`src/inc/status_bank_pkg.sv`:
```
// shared constants, modes and carriers of the supply and thermal status bank
package status_bank_pkg;

    // ****************************************************************
    // register addresses (7-bit, as sent in the command byte)
    // ****************************************************************
    localparam logic [6:0] ADDR_SUPPLY_B = 7'h40;
    localparam logic [6:0] ADDR_SUPPLY_A = 7'h41;
    localparam logic [6:0] ADDR_THERMAL = 7'h42;

    // ****************************************************************
    // field positions
    // ****************************************************************
    localparam int BIT_BATTERY_UV = 6;
    localparam int BIT_EXT_OC = 4;
    localparam int BIT_EXT_UV = 3;
    localparam int BIT_EXT_OT = 2;
    localparam int BIT_MAIN_OV = 1;
    localparam int BIT_MAIN_PREWARN = 0;
    localparam int BIT_POWER_UP = 7;
    localparam int BIT_HS_UV = 6;
    localparam int BIT_HS_OV = 5;
    localparam int BIT_AUX_OT = 4;
    localparam int BIT_AUX_UV = 3;
    localparam int BIT_MAIN_SHORT = 2;
    localparam int BIT_MAIN_FAILSAFE = 1;
    localparam int BIT_MAIN_UV = 0;
    localparam int BIT_SHUTDOWN_L2 = 2;
    localparam int BIT_SHUTDOWN_L1 = 1;
    localparam int BIT_PREWARN_TEMP = 0;

    // ****************************************************************
    // implemented bits, reset values and bits kept on restart entry
    // ****************************************************************
    localparam logic [7:0] IMPL_SUPPLY_B = 8'h5F;
    localparam logic [7:0] IMPL_SUPPLY_A = 8'hFF;
    localparam logic [7:0] IMPL_THERMAL = 8'h07;
    localparam logic [7:0] POR_SUPPLY_B = 8'h00;
    localparam logic [7:0] POR_SUPPLY_A = 8'h80;
    localparam logic [7:0] POR_THERMAL = 8'h00;
    localparam logic [7:0] SOFT_SUPPLY_B = 8'h00;
    localparam logic [7:0] SOFT_SUPPLY_A = 8'h00;
    localparam logic [7:0] SOFT_THERMAL = 8'h00;
    localparam logic [7:0] KEEP_SUPPLY_B = 8'h5F;
    localparam logic [7:0] KEEP_SUPPLY_A = 8'hFD;
    localparam logic [7:0] KEEP_THERMAL = 8'h07;
    localparam logic [7:0] UNMAPPED_DATA = 8'h00;

    // ****************************************************************
    // timing
    // ****************************************************************
    localparam int CLK_MHZ = 125;
    localparam int SHORT_TIME_US = 4000;
    localparam int SHORT_TIME_CYCLES = SHORT_TIME_US * CLK_MHZ;

    // ****************************************************************
    // device modes and short detector states
    // ****************************************************************
    typedef enum logic [2:0] {
        MODE_INIT = 3'h0,
        MODE_NORMAL = 3'h1,
        MODE_STOP = 3'h3,
        MODE_SLEEP = 3'h2,
        MODE_RESTART = 3'h6,
        MODE_FAILSAFE = 3'h7
    } device_mode_t;

    typedef enum logic [1:0] {
        SHORT_IDLE = 2'h0,
        SHORT_TIMING = 2'h1,
        SHORT_SEEN = 2'h3
    } short_state_t;

    // ****************************************************************
    // carriers
    // ****************************************************************
    typedef struct packed {
        logic valid;
        logic [6:0] addr;
        logic clear;
    } status_req_t;

    typedef struct packed {
        logic valid;
        logic [7:0] data;
    } status_rsp_t;

endpackage

```
`src/sticky_status_byte.sv`:
```
// one sticky read-and-clear status byte with reset, soft reset and restart handling
`timescale 1ns/10ps
module sticky_status_byte #(
    parameter logic [7:0] IMPL_MASK = 8'hFF,
    parameter logic [7:0] POR_VALUE = 8'h00,
    parameter logic [7:0] SOFT_VALUE = 8'h00,
    parameter logic [7:0] KEEP_MASK = 8'hFF
) (
    input wire logic core_clk,
    input wire logic reset_n,
    input wire logic [7:0] set_bits,
    input wire logic clear,
    input wire logic soft_reset,
    input wire logic restart_entry,
    output logic [7:0] value_r
);

    logic [7:0] base;
    logic [7:0] value_nxt;

    // restart forces the non-kept bits, clear drops all, set wins over both
    always_comb begin
        base = value_r;
        if (restart_entry) begin
            base = base & KEEP_MASK;
        end
        if (clear) begin
            base = 8'h00;
        end
        value_nxt = (base | set_bits) & IMPL_MASK;
    end

    // flags change only by events, restart, soft reset or an explicit clear
    always_ff @(posedge core_clk or negedge reset_n) begin
        if (!reset_n) begin
            value_r <= POR_VALUE & IMPL_MASK;
        end else if (soft_reset) begin
            value_r <= SOFT_VALUE & IMPL_MASK;
        end else begin
            value_r <= value_nxt;
        end
    end

endmodule

```
`src/supply_thermal_status_bank.sv`:
```
// supply and thermal sticky status registers behind the command port
`timescale 1ns/10ps

module supply_thermal_status_bank #(
    parameter int SHORT_CYCLES = status_bank_pkg::SHORT_TIME_CYCLES
) (
    input wire logic core_clk,
    input wire logic reset_n,
    input wire logic soft_reset,
    input wire status_bank_pkg::device_mode_t device_mode,
    input wire logic reset_output,
    input wire logic main_reg_on,
    input wire logic battery_uv_det,
    input wire logic ext_oc_det,
    input wire logic ext_uv_det,
    input wire logic ext_ot_det,
    input wire logic main_ov_det,
    input wire logic main_prewarn_det,
    input wire logic main_below_reset_det,
    input wire logic main_uv_reset_event,
    input wire logic failsafe_uv4_event,
    input wire logic hs_uv_det,
    input wire logic hs_ov_det,
    input wire logic aux_ot_det,
    input wire logic aux_uv_det,
    input wire logic shutdown_l2_det,
    input wire logic shutdown_l1_det,
    input wire logic temp_prewarn_det,
    input wire status_bank_pkg::status_req_t req,
    output status_bank_pkg::status_rsp_t rsp_r,
    output logic thermal_failsafe_req_r,
    output logic [7:0] supply_fault_status_b_r,
    output logic [7:0] supply_fault_status_a_r,
    output logic [7:0] thermal_fault_status_r
);

    // ****************************************************************
    // parameter checks
    // ****************************************************************
    localparam int CNT_W = $clog2(SHORT_CYCLES + 1);

    generate
        if (SHORT_CYCLES < 2) begin : g_bad_short
            $error("SHORT_CYCLES must be at least 2");
        end
    endgenerate

    // ****************************************************************
    // mode tracking
    // ****************************************************************
    status_bank_pkg::device_mode_t mode_prev_r;
    logic reset_out_seen_r;
    logic restart_entry;
    logic sleep_main_off;

    // restart is acted on once, at the cycle the mode changes into it
    assign restart_entry = (device_mode == status_bank_pkg::MODE_RESTART) &&
                           (mode_prev_r != status_bank_pkg::MODE_RESTART);
    assign sleep_main_off = (device_mode == status_bank_pkg::MODE_SLEEP) && !main_reg_on;

    // previous mode for entry detection
    always_ff @(posedge core_clk or negedge reset_n) begin
        if (!reset_n) begin
            mode_prev_r <= status_bank_pkg::MODE_INIT;
        end else begin
            mode_prev_r <= device_mode;
        end
    end

    // remembers the first reset output release inside init mode
    always_ff @(posedge core_clk or negedge reset_n) begin
        if (!reset_n) begin
            reset_out_seen_r <= 1'b0;
        end else if (device_mode != status_bank_pkg::MODE_INIT) begin
            reset_out_seen_r <= 1'b0;
        end else if (reset_output) begin
            reset_out_seen_r <= 1'b1;
        end
    end

    // ****************************************************************
    // main regulator short-to-ground timer
    // ****************************************************************
    status_bank_pkg::short_state_t short_state_r;
    status_bank_pkg::short_state_t short_state_nxt;
    logic [CNT_W-1:0] short_cnt_r;
    logic short_expire;
    logic short_cond;

    assign short_expire = (short_cnt_r == CNT_W'(SHORT_CYCLES - 1));
    assign short_cond = (short_state_r == status_bank_pkg::SHORT_SEEN);

    // low output while switched on must persist for the full window
    always_comb begin
        short_state_nxt = short_state_r;
        case (short_state_r)
            status_bank_pkg::SHORT_IDLE: begin
                if (main_reg_on && main_below_reset_det) begin
                    short_state_nxt = status_bank_pkg::SHORT_TIMING;
                end
            end
            status_bank_pkg::SHORT_TIMING: begin
                if (!main_reg_on || !main_below_reset_det) begin
                    short_state_nxt = status_bank_pkg::SHORT_IDLE;
                end else if (short_expire) begin
                    short_state_nxt = status_bank_pkg::SHORT_SEEN;
                end
            end
            status_bank_pkg::SHORT_SEEN: begin
                if (!main_reg_on || !main_below_reset_det) begin
                    short_state_nxt = status_bank_pkg::SHORT_IDLE;
                end
            end
            default: begin
                short_state_nxt = status_bank_pkg::SHORT_IDLE;
            end
        endcase
    end

    // short detector state
    always_ff @(posedge core_clk or negedge reset_n) begin
        if (!reset_n) begin
            short_state_r <= status_bank_pkg::SHORT_IDLE;
        end else begin
            short_state_r <= short_state_nxt;
        end
    end

    // window counter, runs only while timing
    always_ff @(posedge core_clk or negedge reset_n) begin
        if (!reset_n) begin
            short_cnt_r <= '0;
        end else if (short_state_r == status_bank_pkg::SHORT_TIMING &&
                     short_state_nxt == status_bank_pkg::SHORT_TIMING) begin
            short_cnt_r <= short_cnt_r + CNT_W'(1);
        end else begin
            short_cnt_r <= '0;
        end
    end

    // ****************************************************************
    // set sources
    // ****************************************************************
    logic uv_update_ok;
    logic [7:0] set_supply_b;
    logic [7:0] set_supply_a;
    logic [7:0] set_thermal;

    // undervoltage flag may only update in these situations
    always_comb begin
        case (device_mode)
            status_bank_pkg::MODE_NORMAL: uv_update_ok = 1'b1;
            status_bank_pkg::MODE_STOP: uv_update_ok = 1'b1;
            status_bank_pkg::MODE_INIT: uv_update_ok = reset_out_seen_r;
            status_bank_pkg::MODE_SLEEP: uv_update_ok = 1'b1;
            status_bank_pkg::MODE_RESTART: uv_update_ok = 1'b0;
            default: uv_update_ok = 1'b0;
        endcase
        if (short_cond) begin
            uv_update_ok = 1'b1;
        end
        if (sleep_main_off) begin
            uv_update_ok = 1'b0;
        end
    end

    // first supply register events, detector levels re-set after clear
    always_comb begin
        set_supply_b = 8'h00;
        set_supply_b[status_bank_pkg::BIT_BATTERY_UV] = battery_uv_det;
        set_supply_b[status_bank_pkg::BIT_EXT_OC] = ext_oc_det;
        set_supply_b[status_bank_pkg::BIT_EXT_UV] = ext_uv_det;
        set_supply_b[status_bank_pkg::BIT_EXT_OT] = ext_ot_det;
        set_supply_b[status_bank_pkg::BIT_MAIN_OV] = main_ov_det && !sleep_main_off;
        set_supply_b[status_bank_pkg::BIT_MAIN_PREWARN] = main_prewarn_det;
    end

    // second supply register events
    always_comb begin
        set_supply_a = 8'h00;
        set_supply_a[status_bank_pkg::BIT_HS_UV] = hs_uv_det;
        set_supply_a[status_bank_pkg::BIT_HS_OV] = hs_ov_det;
        set_supply_a[status_bank_pkg::BIT_AUX_OT] = aux_ot_det;
        set_supply_a[status_bank_pkg::BIT_AUX_UV] = aux_uv_det;
        set_supply_a[status_bank_pkg::BIT_MAIN_SHORT] = short_cond && !sleep_main_off;
        set_supply_a[status_bank_pkg::BIT_MAIN_FAILSAFE] = failsafe_uv4_event;
        set_supply_a[status_bank_pkg::BIT_MAIN_UV] = main_uv_reset_event && uv_update_ok;
    end

    // thermal register events
    always_comb begin
        set_thermal = 8'h00;
        set_thermal[status_bank_pkg::BIT_SHUTDOWN_L2] = shutdown_l2_det;
        set_thermal[status_bank_pkg::BIT_SHUTDOWN_L1] = shutdown_l1_det;
        set_thermal[status_bank_pkg::BIT_PREWARN_TEMP] = temp_prewarn_det;
    end

    // ****************************************************************
    // command decode
    // ****************************************************************
    logic clr_supply_b;
    logic clr_supply_a;
    logic clr_thermal;

    // access bit high means read, then clear the addressed byte
    assign clr_supply_b = req.valid && req.clear &&
                          (req.addr == status_bank_pkg::ADDR_SUPPLY_B);
    assign clr_supply_a = req.valid && req.clear &&
                          (req.addr == status_bank_pkg::ADDR_SUPPLY_A);
    assign clr_thermal = req.valid && req.clear &&
                         (req.addr == status_bank_pkg::ADDR_THERMAL);

    // ****************************************************************
    // status registers
    // ****************************************************************
    // first supply register, restart drops bits 7 and 5
    sticky_status_byte #(
        .IMPL_MASK(status_bank_pkg::IMPL_SUPPLY_B),
        .POR_VALUE(status_bank_pkg::POR_SUPPLY_B),
        .SOFT_VALUE(status_bank_pkg::SOFT_SUPPLY_B),
        .KEEP_MASK(status_bank_pkg::KEEP_SUPPLY_B)
    ) u_supply_b (
        .core_clk(core_clk),
        .reset_n(reset_n),
        .set_bits(set_supply_b),
        .clear(clr_supply_b),
        .soft_reset(soft_reset),
        .restart_entry(restart_entry),
        .value_r(supply_fault_status_b_r)
    );

    // second supply register, power-up bit set only by power-on reset
    sticky_status_byte #(
        .IMPL_MASK(status_bank_pkg::IMPL_SUPPLY_A),
        .POR_VALUE(status_bank_pkg::POR_SUPPLY_A),
        .SOFT_VALUE(status_bank_pkg::SOFT_SUPPLY_A),
        .KEEP_MASK(status_bank_pkg::KEEP_SUPPLY_A)
    ) u_supply_a (
        .core_clk(core_clk),
        .reset_n(reset_n),
        .set_bits(set_supply_a),
        .clear(clr_supply_a),
        .soft_reset(soft_reset),
        .restart_entry(restart_entry),
        .value_r(supply_fault_status_a_r)
    );

    // thermal register, restart drops bits 7 to 3
    sticky_status_byte #(
        .IMPL_MASK(status_bank_pkg::IMPL_THERMAL),
        .POR_VALUE(status_bank_pkg::POR_THERMAL),
        .SOFT_VALUE(status_bank_pkg::SOFT_THERMAL),
        .KEEP_MASK(status_bank_pkg::KEEP_THERMAL)
    ) u_thermal (
        .core_clk(core_clk),
        .reset_n(reset_n),
        .set_bits(set_thermal),
        .clear(clr_thermal),
        .soft_reset(soft_reset),
        .restart_entry(restart_entry),
        .value_r(thermal_fault_status_r)
    );

    // ****************************************************************
    // read answer and fail-safe request
    // ****************************************************************
    logic [7:0] read_mux;

    // answer carries the value held before any clear of the same command
    always_comb begin
        case (req.addr)
            status_bank_pkg::ADDR_SUPPLY_B: read_mux = supply_fault_status_b_r;
            status_bank_pkg::ADDR_SUPPLY_A: read_mux = supply_fault_status_a_r;
            status_bank_pkg::ADDR_THERMAL: read_mux = thermal_fault_status_r;
            default: read_mux = status_bank_pkg::UNMAPPED_DATA;
        endcase
    end

    // answer one cycle after each request
    always_ff @(posedge core_clk or negedge reset_n) begin
        if (!reset_n) begin
            rsp_r <= '0;
        end else begin
            rsp_r.valid <= req.valid;
            rsp_r.data <= req.valid ? read_mux : 8'h00;
        end
    end

    // severe thermal shutdown flag asks for fail-safe mode
    always_ff @(posedge core_clk or negedge reset_n) begin
        if (!reset_n) begin
            thermal_failsafe_req_r <= 1'b0;
        end else begin
            thermal_failsafe_req_r <= thermal_fault_status_r[status_bank_pkg::BIT_SHUTDOWN_L2];
        end
    end

    // ****************************************************************
    // assertions
    // ****************************************************************
    a_reserved_zero: assert property (@(posedge core_clk) disable iff (!reset_n)
        ((supply_fault_status_b_r & ~status_bank_pkg::IMPL_SUPPLY_B) == 8'h00) &&
        ((thermal_fault_status_r & ~status_bank_pkg::IMPL_THERMAL) == 8'h00))
        else $error("reserved status bit set");

    a_read_thermal: assert property (@(posedge core_clk) disable iff (!reset_n)
        (req.valid && req.addr == status_bank_pkg::ADDR_THERMAL) |=>
        (rsp_r.valid && rsp_r.data == $past(thermal_fault_status_r)))
        else $error("thermal read answer wrong");

    a_clear_thermal: assert property (@(posedge core_clk) disable iff (!reset_n)
        (clr_thermal && !shutdown_l2_det && !shutdown_l1_det && !temp_prewarn_det) |=>
        (thermal_fault_status_r == 8'h00))
        else $error("thermal clear had no effect");

    a_sticky_hold: assert property (@(posedge core_clk) disable iff (!reset_n)
        (!clr_thermal && !soft_reset && !restart_entry) |=>
        ((thermal_fault_status_r & $past(thermal_fault_status_r)) ==
         $past(thermal_fault_status_r)))
        else $error("thermal flag dropped without clear");

    a_set_wins: assert property (@(posedge core_clk) disable iff (!reset_n)
        (clr_supply_a && hs_uv_det && !soft_reset) |=>
        supply_fault_status_a_r[status_bank_pkg::BIT_HS_UV])
        else $error("event lost on clear");

    a_restart_fs: assert property (@(posedge core_clk) disable iff (!reset_n)
        (restart_entry && !failsafe_uv4_event && !soft_reset) |=>
        !supply_fault_status_a_r[status_bank_pkg::BIT_MAIN_FAILSAFE])
        else $error("restart kept fail-safe entry flag");

    a_short_window: assert property (@(posedge core_clk) disable iff (!reset_n)
        (short_state_r == status_bank_pkg::SHORT_SEEN && !$past(short_cond)) |->
        ($past(short_cnt_r) == CNT_W'(SHORT_CYCLES - 1)))
        else $error("short seen before window elapsed");

    a_sleep_block: assert property (@(posedge core_clk) disable iff (!reset_n)
        (sleep_main_off && !soft_reset) |=>
        !$rose(supply_fault_status_a_r[status_bank_pkg::BIT_MAIN_UV]) &&
        !$rose(supply_fault_status_b_r[status_bank_pkg::BIT_MAIN_OV]))
        else $error("main flag set in sleep with regulator off");

    a_uv_restart: assert property (@(posedge core_clk) disable iff (!reset_n)
        (device_mode == status_bank_pkg::MODE_RESTART && !short_cond) |=>
        !$rose(supply_fault_status_a_r[status_bank_pkg::BIT_MAIN_UV]))
        else $error("undervoltage flag updated in restart");

    a_soft_clear: assert property (@(posedge core_clk) disable iff (!reset_n)
        soft_reset |=> (supply_fault_status_a_r == 8'h00) &&
        (supply_fault_status_b_r == 8'h00) && (thermal_fault_status_r == 8'h00))
        else $error("soft reset did not clear status");

    a_failsafe_req: assert property (@(posedge core_clk) disable iff (!reset_n)
        $rose(thermal_fault_status_r[status_bank_pkg::BIT_SHUTDOWN_L2]) |=>
        thermal_failsafe_req_r)
        else $error("severe shutdown did not request fail-safe");

endmodule

```
`config.mk`:
```
export PLATFORM = sky130hd
export DESIGN_NAME = supply_thermal_status_bank
export DESIGN_NICKNAME = d
export VERILOG_FILES = /design/src/inc/status_bank_pkg.sv /design/src/sticky_status_byte.sv /design/src/supply_thermal_status_bank.sv
export SDC_FILE = /design/constraint.sdc
export NUM_CORES = 1
export LEC_CHECK = 0
export ABC_AREA = 1
export BUFFER_PORTS_ARGS = -buffer_cell sky130_fd_sc_hd__buf_2
export CAP_MARGIN = 0
export CELL_PAD_IN_SITES_DETAIL_PLACEMENT = 1
export CELL_PAD_IN_SITES_GLOBAL_PLACEMENT = 2
export CORE_ASPECT_RATIO = 0.6
export CORE_MARGIN = 1
export CORE_UTILIZATION = 30
export CTS_CLUSTER_SIZE = 24
export DETAILED_ROUTE_END_ITERATION = 6
export PLACE_DENSITY_LB_ADDON = 0.3
export SKIP_LAST_GASP = 1
export SLEW_MARGIN = 0
export SYNTH_ARGS = -nofsm -noshare
export SYNTH_HDL_FRONTEND = slang
export SYNTH_HIERARCHICAL = 1
export SYNTH_SLANG_ARGS = --single-unit
export TNS_END_PERCENT = 30
```
`constraint.sdc`:
```
create_clock -name core_clk -period 1.6 [get_ports core_clk]
set_input_delay 0.32 -clock core_clk [delete_from_list [all_inputs] [get_ports core_clk]]
set_output_delay 0.32 -clock core_clk [all_outputs]
set_load 0.03 [all_outputs]
```
Word-level counts from Yosys, hierarchy flattened
Index checks and enable logic that the tools add are counted.
{"block": "classes", "shifts": 0, "n_reduce_logical": 20, "div": 0, "muxes": 21, "n_eq_ne": 12, "n_lt_le_gt_ge": 0, "bitwise": 3, "addsub": 1, "multipliers": 0}
{"cell": "$mux W8", "n": 3}
{"cell": "$pmux W8 S3", "n": 1}
{"cell": "$eq A7 B7 Y1 const B", "n": 3}
{"cell": "$add A19 B1 Y19 const B", "n": 1}
{"cell": "$eq A19 B19 Y1 const B", "n": 1}
{"cell": "$mux W19", "n": 1}
{"cell": "$mux W7", "n": 2}
{"cell": "$logic_and A1 B1 Y1", "n": 11}
{"cell": "$mux W2", "n": 5}
{"cell": "$or A8 B7 Y8", "n": 1}
{"cell": "$or A7 B7 Y7", "n": 1}
{"cell": "$eq A3 B2 Y1 const B", "n": 2}
{"cell": "$mux W3", "n": 2}
{"cell": "$mux W6", "n": 1}
{"cell": "$pmux W2 S3", "n": 1}
{"cell": "$eq A2 B1 Y1 const B", "n": 2}
{"cell": "$mux W1", "n": 4}
{"cell": "$eq A3 B1 Y1 const B", "n": 1}
{"cell": "$eq A3 B3 Y1 const B", "n": 1}
{"cell": "$logic_not A1 Y1", "n": 3}
{"cell": "$logic_not A3 Y1", "n": 1}
{"cell": "$ne A3 B3 Y1 const B", "n": 1}
{"cell": "$or A3 B3 Y3", "n": 1}
{"cell": "$reduce_bool A3 Y1", "n": 1}
{"cell": "6 further kinds", "n": 6}
{"block": "totals", "romBits": 0, "latch_bits": 0, "input_bits": 33, "ff_bits": 58, "output_inout_bits": 34, "ramBits": 0, "mem_count": 0}

Depth between registers and ports, before layout
{"block": "logic_depth", "word_depth": 8, "ltp_mapped": 8, "mapped_depth_nobuf": 8}

Modules after synthesis
Netlist, hierarchy kept.
{"mod": "supply_thermal_status_bank", "area_per_inst_um2": 1919.3, "cells_per_inst": 244, "seq_area_each_um2": 875.8, "instances": 1}
{"mod": "sticky_status_byte (u_supply_a)", "area_per_inst_um2": 291.5, "cells_per_inst": 28, "seq_area_each_um2": 201.4, "instances": 1}
{"mod": "sticky_status_byte (u_supply_b)", "area_per_inst_um2": 247.7, "cells_per_inst": 28, "seq_area_each_um2": 150.1, "instances": 1}
{"mod": "sticky_status_byte (u_thermal)", "area_per_inst_um2": 157.7, "cells_per_inst": 19, "seq_area_each_um2": 75.1, "instances": 1}

Worst setup path before layout
No wires, ideal clock.
{"block": "synth_path", "path_type": "reg-to-reg", "startpoint": "register short_cnt_r[0]", "endpoint": "register short_cnt_r[12]", "path_slack_ps": 197, "path_stages_with_launch": 8, "arrival_time_ps": 1279, "n_path_buf": 0, "cell_sequence": "dfrtp_1 -> ha_1 -> nand3_2 -> nor2_2 -> nand2_1 -> nor2_1 -> xor2_1 -> nor2_1"}
{"block": "synth_between", "elab_chain_len": 7}
{"element": "from (decl)", "line_no": "supply_thermal_status_bank.sv:86", "source": "logic [CNT_W-1:0] short_cnt_r;"}
{"element": "from (signal assigned)", "line_no": "supply_thermal_status_bank.sv:135", "source": "short_cnt_r <= short_cnt_r + CNT_W'(1);"}
{"element": "$eq A19 B19 Y1", "line_no": "supply_thermal_status_bank.sv:90", "source": "assign short_expire = (short_cnt_r == CNT_W'(SHORT_CYCLES - 1));"}
{"element": "$mux W2", "line_no": "supply_thermal_status_bank.sv:105", "source": "end else if (short_expire) begin"}
{"element": "$mux W2", "line_no": "supply_thermal_status_bank.sv:103", "source": "if (!main_reg_on || !main_below_reset_det) begin"}
{"element": "$pmux W2 S3", "line_no": "supply_thermal_status_bank.sv:96", "source": "case (short_state_r)"}
{"element": "$eq A2 B1 Y1", "line_no": "supply_thermal_status_bank.sv:134", "source": "short_state_nxt == status_bank_pkg::SHORT_TIMING) begin"}
{"element": "$logic_and A1 B1 Y1", "line_no": "supply_thermal_status_bank.sv:133", "source": "end else if (short_state_r == status_bank_pkg::SHORT_TIMING &&"}
{"element": "$mux W19 *", "line_no": "supply_thermal_status_bank.sv:133"}
Mark *: on every way between the ends. The rest lies on a longest branch, timed or not.
A chain may end at the register's enable or synchronous reset.

Worst setup path in the final report
{"block": "layout_path", "startpoint": "register short_cnt_r[1]", "endpoint": "register short_cnt_r[12]"}
The elaborated chain is that of the path after synthesis.

==> key figures <==
CTS
  • Clock latency on the worst-skew pair: 0.29 ns
  • Max Buffers Root-to-Sink: 2
  • TritonCTS Buffers: 5
  • Clock root buffer: clkbuf_16
  • Reg clk slew, reported paths: 0.07 ns
  • CTS sink count: 52
  • H-tree Lvls: 2
  • CTS tree: built

Timing
  • Final Max Slew Viols: 0
  • Hold_ws: 0.169 ns
  • Final hold vios: 0
  • Final setup viols: 0
  • Max Clock Skew: 0.00349 ns
  • Period minus WS final: 1.47 ns
  • Final period util: 92.1%
  • Peak Freq: 679 MHz
  • RSZ-0062 raised after global routing: yes

Pwr
  • Clock power share: 42.0%
  • Sw Share: 25.7%
  • NetSw: 757 uW
  • Int Pwr: 2.19 mW
  • Comb pwr share: 10.9%
  • LEAKAGE: 1.59 nW
  • Sequential cell fraction of total power: 47.0%
  • Worst VDD drop: 686 uV
  • Pwr Density: 906 nW/um^2
  • Design Power: 2.94 mW

Worst setup path
  • Reg2reg start: short_cnt_r[1]
  • Worst setup SP type: flip-flop
  • CP max FO: 4
  • Slowest cell on crit path: dfrtp_1
  • Worst R2R End: short_cnt_r[12]
  • Crit path DAT: 1.65 ns
  • Worst-path cell chain: ha_2, nand3_2, nor2_2, nand2_1, nor2_1, xor2_1, nor2_1
  • WP buf/inv: 0
  • R2R Setup Slk: 0.13 ns
  • CP dominant cell by count: nor2_1
  • CP endpoint kind: flip-flop
  • CP required: 1.78 ns
  • Reg2Reg Depth: 7
  • Top delay family on crit path: simple AND/OR/NAND/NOR gates
  • Max stage delay on crit path: 0.36 ns
  • Setup CP Type: reg2reg

Floorplanning
  • Initial Util: 32.0%
  • Die Area: 9110 um^2
  • # IOs: 67
  • FP Rows: 25
  • Die width: 123 um
  • Die height: 74.3 um
  • Core area: 8160 um^2

Cells and area
  • Nets@finish: 425
  • Share of layout cells above drive strength 1: 24.7%
  • N_diodes: 0
  • Fillers: 1,022
  • Area added between synthesis and finish: 24.2%
  • Non-Filler Instances: 500
  • Design area: 3250 um^2
  • FF/Latch Area: 1300 um^2
  • Multi-input gate area: 1070 um^2

Global routing
  • Largest net degree at the start of global routing: 28
  • Initial antenna violation count: 0
  • First-pass GRT wire length: 12,200 um
  • Total GRT Usage: 18.2%
  • Total grt overflow: 0
  • Vias in the first global route: 2,185

Placed design
  • Final HPWL from detailed placement: 6120 um
  • Inst Count DP: 491
  • Post-DP Area: 3070 um^2
  • Routability cong.: 0.826
  • I/O Buffers: 59

Synth
  • Count leader, synth: nand2_1
  • Synth top area cells: dfrtp_1, nand2_1, nor2_1, nand3_1, inv_1
  • Unique masters post-synth: 30
  • Synth warn: 6
  • Top cells by count, synth: nand2_1, nor2_1, dfrtp_1, inv_1, nand3_1
  • Post-synth ARST share: 100%
  • Syn avg cell area: 8.20 um^2
  • Seq/Total Area, Yosys: 49.8%
  • Top cell type's share of synthesized area: 48.8%
  • EDFF count, synth: 0
  • Synth area leader: dfrtp_1
  • Cell count after synthesis: 319
  • Post-Syn Area: 2620 um^2
  • Yosys reg bits: 52
  • Post-synth top flop: dfrtp_1

Drt
  • 1st-pass router iterations: 4
  • Antenna Nets Post-Route: 0
  • Drc violations: 0
  • 1st-iter DRT viols: 85
  • Vias: 2,280
  • Vias per inst: 4.56
  • WL per Instance: 15.3 um
  • Final WL: 7670 um

Flow run
  • Max_cap viols: 0

Min path
  • Hold Path Sink: mode_prev_r[0]
  • Min-delay worst type: in2reg
  • Worst Hold Launch: device_mode[0]
  • Hold Path Depth: 1

Status
  • Status: complete, no violations
[layer usage]
layer,up-vias,GRT usage [%],share of wire [%]
met3,2,4.45,5.2
met5,-,0,0
met4,0,3.66,0.38
met1,1098,29.8,57
li1,1129,-,-
met2,51,23.1,38
[power by group through the flow]
stage | combinational (mW) | clock [mW] | sequential (mW)
2_1_floorplan | 0.121 | 0 | 1.47
6_report | 0.321 | 1.24 | 1.38
3_5_place_dp | 0.322 | 0 | 1.41
4_1_cts | 0.324 | 1.27 | 1.39
5_1_grt | 0.353 | 1.32 | 1.39
3_3_place_gp | 0.315 | 0 | 1.41
[stage by stage]
stage                     setup TNS [ns]  utilization [%]  worst slack [ns]
after detailed placement               0             37.5            0.0928
after global routing           -0.000562             39.8         -0.000562
after CTS                              0             39.7            0.0842
final                                  0             39.8             0.127
after global placement                 0             37.5             0.150
after floorplan                        0                -             0.197
[cells in the final DEF, fill, tap and decap left out, drive strengths merged]
| cell type | synthesis | layout |
|---|---|---|
| a21boi | 1 | 1 |
| a21oi | 21 | 21 |
| a31oi | 1 | 1 |
| buf | 12 | 71 |
| bufinv | 0 | 1 |
| clkbuf | 0 | 5 |
| clkinv | 0 | 1 |
| clkinvlp | 0 | 1 |
| conb | 3 | 8 |
| dfrtp | 51 | 51 |
| dfstp | 1 | 1 |
| dlygate4sd3 | 0 | 1 |
| ha | 1 | 1 |
| inv | 44 | 44 |
| nand2 | 59 | 59 |
| nand3 | 41 | 41 |
| nand4 | 2 | 2 |
| nor2 | 57 | 57 |
| nor3 | 7 | 7 |
| nor3b | 2 | 2 |
| o2111a | 1 | 1 |
| o21ai | 1 | 1 |
| o21bai | 1 | 1 |
| xnor2 | 4 | 4 |
| xor2 | 9 | 9 |
[how the worst max path moves through the flow]
stage	depth (start not counted)	start	endpoint
5_1_grt	7	short_cnt_r[1]	short_cnt_r[12]
4_1_cts	7	short_cnt_r[1]	short_cnt_r[12]
2_1_floorplan	7	req[6]	u_supply_a/value_r[0]
6_report	7	short_cnt_r[1]	short_cnt_r[12]
3_3_place_gp	7	short_cnt_r[0]	short_cnt_r[12]
3_5_place_dp	8	req[1]	u_supply_a/value_r[0]
[kinds of logic after synthesis]
group,Yosys count,share of synthesized area (%)
xor gates and xnor gates,13,4.35
DFF,52,49.8
buffers and inverters,56,10.2
AOI/OAI and AO/OA,26,5.60
and+or+nand+nor,168,29.1
other,3,0.430
adders and majority gates,1,0.478
[registers in the layout, summed over array words and instances (netlist names)]
register,flops
u_supply_a/value_r,8
rsp_r,9
short_cnt_r,19
u_supply_b/value_r,6
mode_prev_r,3
u_thermal/value_r,3
short_state_r,2
thermal_failsafe_req_r,1
reset_out_seen_r,1
[layout make-up]
cell class | count | area share, %
Tap cell | 108 | 4.16
Timing Repair Buffer | 72 | 12.6
Multi-Input combinational cell | 216 | 32.9
Clock buffer | 5 | 3.85
Clock inverter | 3 | 1.31
Sequential cell | 52 | 40.1
Inverter | 44 | 5.08
[timing repair]
action,CTS,global route
setup buffers,0,0
resized for setup,0,2
hold endpoints to repair,14,0
endpoints found under the setup margin,0,3
hold buffers,1,0
No activity file was read; power rests on OpenSTA's default activity.
